### config.mk
export PLATFORM = sky130hd
export DESIGN_NAME = srw_sysref_window
export DESIGN_NICKNAME = d
export VERILOG_FILES = /design/src/design/srw_pkg.sv /design/src/design/srw_sync2.sv /design/src/design/srw_bus_strobe.sv /design/src/design/srw_sysref_window.sv
export SDC_FILE = /design/constraint.sdc
export NUM_CORES = 1
export LEC_CHECK = 0
export ABC_AREA = 1
export BUFFER_PORTS_ARGS = -buffer_cell sky130_fd_sc_hd__buf_4
export CAP_MARGIN = 20
export CORE_AREA = 10 10 126 128
export CTS_CLUSTER_SIZE = 20
export DETAILED_ROUTE_END_ITERATION = 16
export DIE_AREA = 0 0 136 138
export HOLD_SLACK_MARGIN = 0.05
export PLACE_DENSITY = 0.85
export REMOVE_ABC_BUFFERS = 1
export SYNTH_ARGS = -nofsm -noshare
export SYNTH_HDL_FRONTEND = slang
export SYNTH_HIERARCHICAL = 1
export SYNTH_SLANG_ARGS = --single-unit
### constraint.sdc
create_clock -name clk -period 3.9 [get_ports clk]
set_input_delay 0.195 -clock clk [delete_from_list [all_inputs] [get_ports clk]]
set_output_delay 0.195 -clock clk [all_outputs]
set_load 0.02 [all_outputs]
### src/design/srw_pkg.sv
package srw_pkg;
    // reference position map
    localparam int MAP_BITS = 16;
    localparam int MAP_LO = 0;
    localparam int MAP_HI = 15;
    localparam logic [MAP_BITS-1:0] MAP_RESET = 16'h8001;
    localparam int SEL_W = 4;
    // system divider: eight converter clocks per bus times buses per channel
    localparam int SYS_DIV_BASE = 8;
    localparam int BUSES_PER_CH = 1;
    localparam int SYS_DIV = SYS_DIV_BASE * BUSES_PER_CH;
    localparam int SYS_CNT_W = 8;
    // trigger divider
    localparam int TRIGGER_DIVIDE_SETTING_W = 8;
    localparam logic [TRIGGER_DIVIDE_SETTING_W-1:0] TRIGGER_DIVIDE_SETTING_RESET = 8'h08;
    // realignment confirmation count on a new location
    localparam logic [1:0] REALIGN_PULSES = 2'h2;
    // alarm vector bit positions
    localparam int ALM_W = 3;
    localparam int ALM_CLK_REALIGNED = 0;
    localparam int ALM_TRIG_REALIGNED = 1;
    localparam int ALM_CLK_ALIGNMENT = 2;
    // data-clock strobe
    localparam int LANE_TOP = 12;
    localparam int NUM_BUSES = 4;
    localparam int WPTR_W = 4;
    localparam int TONE_W = 4;

    typedef struct packed {
        logic bank;
        logic [TONE_W-1:0] sel;
    } srw_tone_t;

    typedef struct packed {
        logic ref_receiver_sleep;
        logic ref_processing_enable;
        logic ref_step_fine;
        logic ref_map_persistence;
        logic [SEL_W-1:0] pos_select;
    } srw_ref_cfg_t;

    typedef struct packed {
        logic [TRIGGER_DIVIDE_SETTING_W-1:0] trigger_divide_setting;
        logic trigger_output_enable;
        logic oscillator_run_enable;
    } srw_trig_cfg_t;
endpackage : srw_pkg

### src/design/srw_sync2.sv
`timescale 1ns/1ps
module srw_sync2 #(
    parameter int W = 1
) (
    input wire logic clk,
    input wire logic reset,
    input wire logic [W-1:0] d,
    output logic [W-1:0] q
);
    typedef struct packed {
        logic [W-1:0] s1_r;
        logic [W-1:0] s2_r;
    } srw_sync_st_t;

    srw_sync_st_t st_r;
    srw_sync_st_t st_nxt;

    always_comb
    begin
        st_nxt = st_r;
        st_nxt.s1_r = d;
        st_nxt.s2_r = st_r.s1_r;
    end

    always_ff @(posedge clk)
    begin
        if (reset)
            st_r <= '0;
        else
            st_r <= st_nxt;
    end

    assign q = st_r.s2_r;
endmodule : srw_sync2

### src/design/srw_bus_strobe.sv
`timescale 1ns/1ps
module srw_bus_strobe
    import srw_pkg::*;
#(
    parameter int DATA_W = 12
) (
    input wire logic clk,
    input wire logic reset,
    input wire logic use_lsb_strobe,
    input wire logic [3:0] input_width,
    input wire logic bus_strobe_input,
    input wire logic [DATA_W-1:0] bus_data,
    output logic strobe_seen,
    output logic [WPTR_W-1:0] write_ptr
);
    typedef struct packed {
        logic strobe_r;
        logic [WPTR_W-1:0] wptr_r;
    } srw_strobe_st_t;

    srw_strobe_st_t st_r;
    srw_strobe_st_t st_nxt;
    logic lane_bit;
    logic [3:0] lane_idx;

    assign lane_idx = 4'(LANE_TOP) - input_width;
    assign lane_bit = (lane_idx < 4'(DATA_W)) ? bus_data[lane_idx] : 1'b0;

    always_comb
    begin
        st_nxt = st_r;
        st_nxt.strobe_r = use_lsb_strobe ? lane_bit : bus_strobe_input;
        if (st_nxt.strobe_r)
            st_nxt.wptr_r = '0;
        else
            st_nxt.wptr_r = st_r.wptr_r + 4'h1;
    end

    always_ff @(posedge clk)
    begin
        if (reset)
            st_r <= '0;
        else
            st_r <= st_nxt;
    end

    assign strobe_seen = st_r.strobe_r;
    assign write_ptr = st_r.wptr_r;
endmodule : srw_bus_strobe

### src/design/srw_sysref_window.sv
`timescale 1ns/1ps
module srw_sysref_window
    import srw_pkg::*;
#(
    parameter int DATA_W = 12
) (
    input wire logic clk,
    input wire logic reset,
    input wire logic ref_pulse_in,
    input wire logic [MAP_BITS-1:0] ref_phase_taps,
    input wire srw_pkg::srw_ref_cfg_t ref_cfg,
    input wire srw_pkg::srw_trig_cfg_t trig_cfg,
    input wire logic ref_align_enable,
    input wire logic [srw_pkg::ALM_W-1:0] fault_mask_register,
    input wire logic [srw_pkg::ALM_W-1:0] fault_clear,
    input wire logic mute_on_fault,
    input wire srw_pkg::srw_tone_t tone_pins,
    input wire logic use_lsb_strobe,
    input wire logic [3:0] input_width,
    input wire logic [srw_pkg::NUM_BUSES-1:0] bus_strobe_input,
    input wire logic [srw_pkg::NUM_BUSES*DATA_W-1:0] bus_data,
    output logic [srw_pkg::MAP_BITS-1:0] ref_position_map,
    output logic [srw_pkg::ALM_W-1:0] system_fault_register,
    output logic fault_pin,
    output logic output_mute,
    output logic trigger_clock_out,
    output logic read_ptr_reset,
    output srw_pkg::srw_tone_t tone_ch_a,
    output srw_pkg::srw_tone_t tone_ch_b,
    output logic [srw_pkg::NUM_BUSES-1:0] bus_strobe_seen,
    output logic [srw_pkg::NUM_BUSES*srw_pkg::WPTR_W-1:0] bus_write_ptr
);
    import srw_pkg::*;

    typedef struct packed {
        logic ref_d_r;
        logic ps_en_d_r;
        logic [MAP_BITS-1:0] map_r;
        logic [SYS_CNT_W-1:0] sys_cnt_r;
        logic [TRIGGER_DIVIDE_SETTING_W-1:0] trig_cnt_r;
        logic trig_clk_r;
        logic trig_out_r;
        logic [SYS_CNT_W-1:0] last_loc_r;
        logic [1:0] same_loc_r;
        logic [ALM_W-1:0] alm_r;
        logic fault_r;
        logic mute_r;
        logic rptr_rst_r;
        srw_tone_t tone_s_r;
        srw_tone_t tone_a_r;
        srw_tone_t tone_b_r;
        logic tone_pend_r;
    } srw_state_t;

    srw_state_t st_r;
    srw_state_t st_nxt;
    logic ref_s;
    logic [MAP_BITS-1:0] taps_s;
    srw_tone_t tone_s;
    logic ref_rise;
    logic [MAP_BITS-1:0] edge_map;
    logic [TRIGGER_DIVIDE_SETTING_W-1:0] div_eff;
    logic [TRIGGER_DIVIDE_SETTING_W-1:0] trig_last;
    logic [ALM_W-1:0] alm_set;
    // last count of the free-running system divider
    localparam logic [SYS_CNT_W-1:0] SYS_LAST = SYS_CNT_W'(SYS_DIV - 1);

    // ----------------------------------------------------------------
    // input synchronisers
    // ----------------------------------------------------------------
    srw_sync2 #(.W(1)) u_ref_sync (
        .clk(clk),
        .reset(reset),
        .d(ref_pulse_in),
        .q(ref_s)
    );

    srw_sync2 #(.W(MAP_BITS)) u_tap_sync (
        .clk(clk),
        .reset(reset),
        .d(ref_phase_taps),
        .q(taps_s)
    );

    srw_sync2 #(.W(TONE_W + 1)) u_tone_sync (
        .clk(clk),
        .reset(reset),
        .d(tone_pins),
        .q(tone_s)
    );

    // ----------------------------------------------------------------
    // data-clock strobes
    // ----------------------------------------------------------------
    genvar gb;
    generate
        for (gb = 0; gb < NUM_BUSES; gb++)
        begin : g_bus
            srw_bus_strobe #(.DATA_W(DATA_W)) u_strobe (
                .clk(clk),
                .reset(reset),
                .use_lsb_strobe(use_lsb_strobe),
                .input_width(input_width),
                .bus_strobe_input(bus_strobe_input[gb]),
                .bus_data(bus_data[gb*DATA_W +: DATA_W]),
                .strobe_seen(bus_strobe_seen[gb]),
                .write_ptr(bus_write_ptr[gb*WPTR_W +: WPTR_W])
            );
        end
    endgenerate

    // ----------------------------------------------------------------
    // helper decodes
    // ----------------------------------------------------------------
    function automatic logic [MAP_BITS-1:0] build_map(input logic [MAP_BITS-1:0] taps, input logic fine);
        logic [MAP_BITS-1:0] m;
        m = '0;
        // fine uses neighbour, coarse spans two steps
        for (int i = 1; i < MAP_BITS - 1; i++)
        begin
            if (fine)
                m[i] = taps[i] ^ taps[i-1];
            else
                m[i] = taps[i] ^ taps[(i >= 2) ? i - 2 : 0];
        end
        m[MAP_LO] = 1'b1;
        m[MAP_HI] = 1'b1;
        return m;
    endfunction : build_map

    assign ref_rise = ref_cfg.ref_processing_enable & ~ref_cfg.ref_receiver_sleep
        & ref_s & ~st_r.ref_d_r;
    assign edge_map = build_map(taps_s, ref_cfg.ref_step_fine);
    assign div_eff = (trig_cfg.trigger_divide_setting == '0) ? 8'h01 : trig_cfg.trigger_divide_setting;
    // last count before the trigger divider wraps
    assign trig_last = div_eff - 8'h01;

    // ----------------------------------------------------------------
    // next state
    // ----------------------------------------------------------------
    always_comb
    begin
        st_nxt = st_r;
        alm_set = '0;
        st_nxt.ref_d_r = ref_s;
        st_nxt.ps_en_d_r = ref_cfg.ref_map_persistence;
        st_nxt.rptr_rst_r = 1'b0;
        st_nxt.tone_pend_r = 1'b0;

        // ------------------------------------------------------------
        // position map
        // ------------------------------------------------------------
        // persistence restart on rising enable
        if (ref_cfg.ref_map_persistence && !st_r.ps_en_d_r)
            st_nxt.map_r = MAP_RESET;
        if (ref_rise)
        begin
            if (ref_cfg.ref_map_persistence)
                st_nxt.map_r = st_nxt.map_r | edge_map;
            else
                st_nxt.map_r = edge_map;
        end

        // ------------------------------------------------------------
        // dividers
        // ------------------------------------------------------------
        // system divider free-runs
        if (st_r.sys_cnt_r == SYS_LAST)
            st_nxt.sys_cnt_r = '0;
        else
            st_nxt.sys_cnt_r = st_r.sys_cnt_r + 8'h01;

        // trigger divider
        if (st_r.trig_cnt_r >= trig_last)
            st_nxt.trig_cnt_r = '0;
        else
            st_nxt.trig_cnt_r = st_r.trig_cnt_r + 8'h01;
        // trigger clock low for the first half of its period
        st_nxt.trig_clk_r = (st_nxt.trig_cnt_r < (div_eff >> 1)) ? 1'b0 : 1'b1;

        // ------------------------------------------------------------
        // realignment on a reference edge
        // ------------------------------------------------------------
        if (ref_rise)
        begin
            if (st_r.sys_cnt_r == st_r.last_loc_r)
                st_nxt.same_loc_r = (st_r.same_loc_r == REALIGN_PULSES) ? REALIGN_PULSES : st_r.same_loc_r + 2'h1;
            else
                st_nxt.same_loc_r = 2'h1;
            st_nxt.last_loc_r = st_r.sys_cnt_r;

            // aligned capture resets dividers and read pointers
            if (ref_align_enable && !st_r.map_r[ref_cfg.pos_select])
            begin
                st_nxt.sys_cnt_r = '0;
                st_nxt.rptr_rst_r = 1'b1;
                if (st_r.sys_cnt_r != SYS_LAST)
                    alm_set[ALM_CLK_REALIGNED] = 1'b1;
            end
            // edge on a risky position raises alignment fault
            else if (ref_align_enable)
                alm_set[ALM_CLK_ALIGNMENT] = 1'b1;

            // trigger divider reset on reference edge
            // trigger realign even when alignment disabled
            if (st_nxt.same_loc_r == REALIGN_PULSES || ref_align_enable)
            begin
                if (st_r.trig_cnt_r != trig_last)
                    alm_set[ALM_TRIG_REALIGNED] = 1'b1;
                st_nxt.trig_cnt_r = '0;
                st_nxt.trig_clk_r = 1'b0;
                st_nxt.tone_pend_r = 1'b1;
            end
        end

        // ------------------------------------------------------------
        // alarms
        // ------------------------------------------------------------
        // write-one clear, set wins
        // clear pulse drops only bits not set again this cycle
        st_nxt.alm_r = (st_r.alm_r & ~fault_clear) | alm_set;

        // ------------------------------------------------------------
        // tone selection
        // ------------------------------------------------------------
        // tone sample on trigger clock rising
        if (st_nxt.trig_clk_r && !st_r.trig_clk_r)
            st_nxt.tone_s_r = tone_s;
        // both channels updated together after a trigger realignment and on each trigger clock rising
        if (st_r.tone_pend_r || (st_nxt.trig_clk_r && !st_r.trig_clk_r))
        begin
            st_nxt.tone_a_r = st_r.tone_s_r;
            st_nxt.tone_b_r = st_r.tone_s_r;
        end

        // ------------------------------------------------------------
        // registered outputs
        // ------------------------------------------------------------
        // output gated by both enables
        st_nxt.trig_out_r = st_nxt.trig_clk_r & trig_cfg.trigger_output_enable & trig_cfg.oscillator_run_enable;
        st_nxt.fault_r = |(st_nxt.alm_r & ~fault_mask_register);
        st_nxt.mute_r = mute_on_fault & (|st_nxt.alm_r);
    end

    // ----------------------------------------------------------------
    // state register
    // ----------------------------------------------------------------
    always_ff @(posedge clk)
    begin
        if (reset)
        begin
            st_r <= '0;
            // edge bits of the map read one from reset
            st_r.map_r <= MAP_RESET;
        end
        else
            st_r <= st_nxt;
    end

    // ----------------------------------------------------------------
    // outputs
    // ----------------------------------------------------------------
    assign ref_position_map = st_r.map_r;
    assign system_fault_register = st_r.alm_r;
    assign fault_pin = st_r.fault_r;
    assign output_mute = st_r.mute_r;
    assign trigger_clock_out = st_r.trig_out_r;
    assign read_ptr_reset = st_r.rptr_rst_r;
    assign tone_ch_a = st_r.tone_a_r;
    assign tone_ch_b = st_r.tone_b_r;
endmodule : srw_sysref_window

Yosys cells after proc, flatten, opt, wreduce, memory -nomap -nowiden

Index checks and enable logic that the tools add are counted.

Bits in registers: 125
Bits in latches: 0
Memory bits (writable): 0
ROM bits: 0
Bits of input ports: 107
Output and inout bits: 53
Word-level logic and storage cells: 163
Memories: 0

Add/subtract/negate cells: 9
Multipliers: 0
Divide/modulo/power cells: 0
$lt $le $gt $ge: 5
Equality and inequality tests: 6
Shift-type cells: 0
Muxes and demuxes: 53
Bitwise operators: 42
Reduce and logical (&&, ||, !) cells: 16

Operators with widths:

| kind                  | number |
|---|---|
| $mux W16              | 3 |
| $mux W1               | 35 |
| $mux W8               | 4 |
| $xor A1 B1 Y1         | 27 |
| $bmux W1 S4           | 5 |
| $mux W17              | 1 |
| $add A4 B1 Y4 const B | 4 |
| $add A8 B1 Y8 const B | 2 |
| $or A16 B16 Y16       | 1 |
| $lt A4 B5 Y1 const B  | 2 |
| $reduce_or A2 Y1      | 5 |
| $mux W9               | 1 |
| $eq A8 B3 Y1 const B  | 1 |
| $eq A8 B8 Y1          | 1 |
| $ge A8 B8 Y1          | 1 |
| $logic_not A8 Y1      | 1 |
| $lt A8 B7 Y1          | 1 |
| $ne A8 B3 Y1 const B  | 1 |
| $ne A8 B8 Y1          | 1 |
| $sub A8 B1 Y8 const B | 1 |
| $and A1 B1 Y1         | 6 |
| $and A3 B3 Y3         | 2 |
| $mux W2               | 3 |
| $not A3 Y3            | 2 |
| other kinds (11)      | 20 |

Longest topological paths before layout

Depth in word-level cells: 12
Depth in mapped cells: 28
Gate-level depth less buffers: 28

Hierarchy

The synthesis kept the hierarchy.

By module, submodules not included:

| module                   | times used | cells each | area an instance (µm²) | seq. area each (µm²) |
|---|---|---|---|---|
| srw_sysref_window        | 1          | 537        | 3757.4                 | 1241.2 |
| srw_bus_strobe           | 4          | 63         | 382.9                  | 100.1 |
| srw_sync2 at u_tap_sync  | 1          | 99         | 914.6                  | 640.6 |
| srw_sync2 at u_tone_sync | 1          | 31         | 286.5                  | 200.2 |
| srw_sync2 at u_ref_sync  | 1          | 6          | 55.1                   | 40.0 |

Worst setup path before layout

OpenSTA, ideal clock, no wires.

Path type: input to register
Start point: input port trig_cfg[5] in the netlist's numbering
End point: register st_r[13] in the netlist's numbering
Library setup time: 0.068 ns
Arrival time: 3.180 ns
Required time: 3.832 ns
Slack: 0.652 ns
Stages on the path: 27
Buffers on the path: 1
Cell sequence: nor2_1 > inv_1 > nor3_1 > a41oi_1 > ha_1 > nand2_1 > xor2_1 > inv_1 > ha_1 > nand2_1 > nor2_1 > and2_4 > nor2_4 > and2_4 > nand3_1 > inv_1 > ha_1 > a21oi_1 > nor2_1 > nor2_1 > nand2_2 > inv_2 > nand2_8 > nand2_8 > buf_6 > nand2_1 > a21oi_2

Longest elaborated chain between the ends: 10

RTL lines:

| what                   | RTL line                 | text |
|---|---|---|
| start: declaration     | srw_sysref_window.sv:12  | `input wire srw_pkg::srw_trig_cfg_t trig_cfg,` |
| $logic_not A8 Y1       | srw_sysref_window.sv:134 | `assign div_eff = (trig_cfg.trigger_divide_setting == '0) ? 8'h01 : trig_cfg.trigger_divide_setting;` |
| $mux W8 *              | srw_sysref_window.sv:134 |  |
| $sub A8 B1 Y8          | srw_sysref_window.sv:136 | `assign trig_last = div_eff - 8'h01;` |
| $ge A8 B8 Y1           | srw_sysref_window.sv:174 | `if (st_r.trig_cnt_r >= trig_last)` |
| $mux W8                | srw_sysref_window.sv:174 |  |
| $lt A8 B7 Y1 *         | srw_sysref_window.sv:179 | `st_nxt.trig_clk_r = (st_nxt.trig_cnt_r < (div_eff >> 1)) ? 1'b0 : 1'b1;` |
| $mux W1 *              | srw_sysref_window.sv:179 |  |
| $mux W9                | srw_sysref_window.sv:206 | `if (st_nxt.same_loc_r == REALIGN_PULSES \|\| ref_align_enable)` |
| $mux W17 *             | srw_sysref_window.sv:184 | `if (ref_rise)` |
| $logic_and A1 B1 Y1 *  | srw_sysref_window.sv:227 | `if (st_nxt.trig_clk_r && !st_r.trig_clk_r)` |
| end signal: assignment | srw_sysref_window.sv:257 | `st_r <= st_nxt;` |
| end: declaration       | srw_sysref_window.sv:55  | `srw_state_t st_r;` |

Every way passes the cells marked *; elsewhere a longest branch is shown, timed or not.
A chain may end at the register's enable or synchronous reset.

Worst setup path after layout

Start point: input port trig_cfg[5] in the netlist's numbering
End point: register st_r, in the netlist tone_ch_b[3]

Longest elaborated chain between the ends: 11

RTL lines:

| what                  | RTL line                 | text |
|---|---|---|
| $logic_not A8 Y1      | srw_sysref_window.sv:134 |  |
| $mux W8 *             | srw_sysref_window.sv:134 |  |
| $sub A8 B1 Y8         | srw_sysref_window.sv:136 |  |
| $ge A8 B8 Y1          | srw_sysref_window.sv:174 |  |
| $mux W8               | srw_sysref_window.sv:174 |  |
| $lt A8 B7 Y1 *        | srw_sysref_window.sv:179 |  |
| $mux W1 *             | srw_sysref_window.sv:179 |  |
| $mux W9               | srw_sysref_window.sv:206 |  |
| $mux W17 *            | srw_sysref_window.sv:184 |  |
| $logic_and A1 B1 Y1 * | srw_sysref_window.sv:230 | `if (st_r.tone_pend_r \|\| (st_nxt.trig_clk_r && !st_r.trig_clk_r))` |
| $logic_or A1 B1 Y1 *  | srw_sysref_window.sv:230 |  |

Marked as above.

==> impl_metrics.prom <==
# TYPE chip_impl_metric gauge
chip_impl_metric{name="drt_pass1_iterations",unit=""} 5
chip_impl_metric{name="drt.antenna.violating_nets",unit=""} 0
chip_impl_metric{name="via_count",unit=""} 6030
chip_impl_metric{name="hold_viol_final",unit=""} 0
chip_impl_metric{name="post_cts_buffers",unit=""} 0
chip_impl_metric{name="die_h",unit="um"} 138
chip_impl_metric{name="pre_cts_ws",unit="ns"} 0.168
chip_impl_metric{name="drive_above_1_share",unit=""} 0.218
chip_impl_metric{name="worst_ir_drop_vdd",unit="mV"} 0.273
chip_impl_metric{name="power_per_cell_area",unit="nW/um2"} 399
chip_impl_info{name="critical_path.startpoint_type",value="primary input"} 1
chip_impl_metric{name="number_of_global_route_vias_before_repair",unit=""} 5897
chip_impl_metric{name="critical_path_arrival",unit="ns"} 3.66
chip_impl_info{name="unrepaired_setup_endpoints_after_global_routing",value="false"} 1
chip_impl_metric{name="max_freq",unit="MHz"} 298
chip_impl_metric{name="final-setup-viol-count",unit=""} 0
chip_impl_metric{name="clk_latency",unit="ns"} 0.41
chip_impl_metric{name="cts.repair.resized",unit=""} 0
chip_impl_metric{name="detailedRoute.firstIterationViolations",unit=""} 307
chip_impl_metric{name="ctsLongestPathBuffers",unit=""} 2
chip_impl_metric{name="holdWs",unit="ns"} 0.0755
chip_impl_metric{name="antenna-diode-count",unit=""} 0
chip_impl_metric{name="drv.max_cap_violation_count",unit=""} 0
chip_impl_metric{name="cts_hold_buf",unit=""} 25
chip_impl_metric{name="place_area",unit="um2"} 7580
chip_impl_metric{name="syn_warnings",unit=""} 6
chip_impl_metric{name="worst_slack",unit="ns"} 0.541
chip_impl_metric{name="finish.net_count",unit=""} 1205
chip_impl_metric{name="post_drt_wl_per_cell",unit="um"} 12.5
chip_impl_info{name="worstHoldPathType",value="in -> reg"} 1
chip_impl_metric{name="htree_levels",unit=""} 4
chip_impl_metric{name="globalRoute.totalOverflow",unit=""} 0
chip_impl_metric{name="finalWeightedCongestion",unit=""} 0.871
chip_impl_metric{name="worst-slew-pin-transition",unit="ns"} 0.869
chip_impl_metric{name="wire_length_of_the_first_global_routing_pass",unit="mm"} 26.0
chip_impl_metric{name="floorplan.rows",unit=""} 43
chip_impl_metric{name="place_inst",unit=""} 1209
chip_impl_metric{name="minimum_setup_slack_among_reg_to_reg_paths",unit="ns"} 1.22
chip_impl_metric{name="io-pin-count",unit=""} 160
chip_impl_metric{name="timing_max_transition_violations_final",unit=""} 0
chip_impl_info{name="setup.worst_path.class",value="in -> reg"} 1
chip_impl_metric{name="grt_start_max_net_pins",unit=""} 80
chip_impl_metric{name="timing.final.crit_period",unit="ns"} 3.36
chip_impl_metric{name="routed_wirelength",unit="mm"} 15.8
chip_impl_metric{name="cts-buffers-inserted",unit=""} 17
chip_impl_metric{name="post_route_setup_tns",unit="ns"} 0
chip_impl_metric{name="drc",unit=""} 0
chip_impl_metric{name="syn_avg_cell_area",unit="um2"} 7.06
chip_impl_metric{name="core",unit="um2"} 13500
chip_impl_metric{name="port-buffer-count",unit=""} 158
chip_impl_metric{name="avgViaCountPerCell",unit=""} 4.76
chip_impl_metric{name="final_cell_count_no_fill",unit=""} 1266
chip_impl_metric{name="antenna_found_initial",unit=""} 0
chip_impl_info{name="cp-end-kind",value="flip-flop"} 1
chip_impl_metric{name="post_synth_inst_count",unit=""} 919
chip_impl_metric{name="grt_usage",unit=""} 0.164
chip_impl_metric{name="clock_tree_sinks",unit=""} 124
chip_impl_metric{name="ratio_of_final_minimum_period_to_clock_period",unit=""} 0.861
chip_impl_info{name="tritoncts",value="done"} 1
chip_impl_metric{name="power.leakage",unit="nW"} 4.26
chip_impl_info{name="run_status",value="finished clean"} 1
chip_impl_metric{name="start_util",unit=""} 0.481
chip_impl_metric{name="clk_transition_reported_paths",unit="ns"} 0.06
chip_impl_metric{name="post-route-cell-area",unit="um2"} 8430
chip_impl_metric{name="final_worst_clock_skew",unit="ns"} 0.0106
chip_impl_info{name="root_buffer",value="sky130_fd_sc_hd__clkbuf_16"} 1
chip_impl_metric{name="fp.dieArea",unit="um2"} 18800
chip_impl_metric{name="syn2layout_area_growth",unit="%"} 29.9
chip_impl_metric{name="detailed_place_hpwl",unit="mm"} 11.7
chip_impl_metric{name="timing.critical_path.fanout_max",unit=""} 15
chip_impl_metric{name="maxSlewHeadroom",unit=""} 0.421
chip_impl_metric{name="fp.dieW",unit="um"} 136
chip_impl_metric{name="netlist_area",unit="um2"} 6490
chip_impl_metric{name="worstPathRequired",unit="ns"} 4.20
-- layout make-up --
type | instances | area, um2
clock buffer | 17 | 425
clock inverter | 15 | 175
fill | 1208 | 5080
inverter | 173 | 652
multi-input combinational | 573 | 3020
sequential | 124 | 2480
tap | 180 | 225
timing repair buffer | 184 | 1440
-- sequential cells by signal, indices dropped and copies added (netlist names) --
register,count
system_fault_register,3
u_ref_sync/q,1
st_r,35
trigger_clock_out,1
u_tone_sync/st_nxt,5
g_bus.u_strobe/write_ptr,16
output_mute,1
ref_position_map,15
fault_pin,1
u_tone_sync/q,5
u_ref_sync/st_nxt,1
read_ptr_reset,1
g_bus.u_strobe/strobe_seen,4
tone_ch_b,5
u_tap_sync/q,15
u_tap_sync/st_nxt,15
-- path summary, 6_finish.rpt --
check | from | end | depth (start not counted)
setup reg to reg | st_r[41] | tone_ch_b[3] | 19
setup / recovery | trig_cfg[5] | tone_ch_b[3] | 28
hold / removal | fault_clear[2] | system_fault_register[2] | 4
hold reg to reg | u_tone_sync/st_nxt[3] | u_tone_sync/q[3] | 2
-- layout by cell type (no fill, tap or decap), drive strengths merged, types with 6 or more instances in the layout --
cell type	count
nand3	89
o21ai	43
xor2	12
clkbuf	17
xnor2	12
dfxtp	124
clkinv	6
buf	159
nor3	7
dlygate4sd3	25
inv	180
a21oi	47
nor2	124
ha	25
a21o	12
nand2	172
-- report_power, final --
part	switching [mW]	internal, mW
clock network	0.617	0.965
registers	0.0261	1.31
logic	0.237	0.204
-- per-layer routing --
layer  up-vias  global-route usage  part of all wire
met5         -                   0                 0
li1       3144                   -                 -
met3        33              0.0736             0.084
met4         0              0.0634             0.019
met2       162               0.286              0.49
met1      2691               0.166              0.41
-- stage by stage --
| stage | total power, mW | util |
|---|---|---|
| after detailed placement | 1.78 | 0.561 |
| after CTS | 3.39 | 0.624 |
| after global routing | 3.51 | 0.624 |
| after floorplan | 1.60 | - |
| final | 3.36 | 0.624 |
| after global placement | 1.77 | 0.561 |
-- critical path, stage by stage --
cell	delay, ns
sky130_fd_sc_hd__buf_4	0.13
sky130_fd_sc_hd__nor2_1	0.10
sky130_fd_sc_hd__inv_1	0.06
sky130_fd_sc_hd__nor3_1	0.19
sky130_fd_sc_hd__a41oi_1	0.21
sky130_fd_sc_hd__ha_1	0.28
sky130_fd_sc_hd__nand2_1	0.10
sky130_fd_sc_hd__xor2_1	0.16
sky130_fd_sc_hd__inv_1	0.07
sky130_fd_sc_hd__ha_1	0.27
sky130_fd_sc_hd__nand2_1	0.06
sky130_fd_sc_hd__nor2_1	0.15
sky130_fd_sc_hd__and2_4	0.19
sky130_fd_sc_hd__nor2_4	0.04
sky130_fd_sc_hd__and2_4	0.16
sky130_fd_sc_hd__nand3_1	0.09
sky130_fd_sc_hd__inv_1	0.05
sky130_fd_sc_hd__ha_1	0.28
sky130_fd_sc_hd__a21oi_1	0.12
sky130_fd_sc_hd__nor2_1	0.06
sky130_fd_sc_hd__nor2_1	0.13
sky130_fd_sc_hd__nand2_2	0.08
sky130_fd_sc_hd__inv_2	0.10
sky130_fd_sc_hd__nand2_8	0.08
sky130_fd_sc_hd__nand2_8	0.11
sky130_fd_sc_hd__nand3_1	0.08
sky130_fd_sc_hd__nand2_1	0.06
sky130_fd_sc_hd__nor2_1	0.06
(Power assumes the default switching activity.)
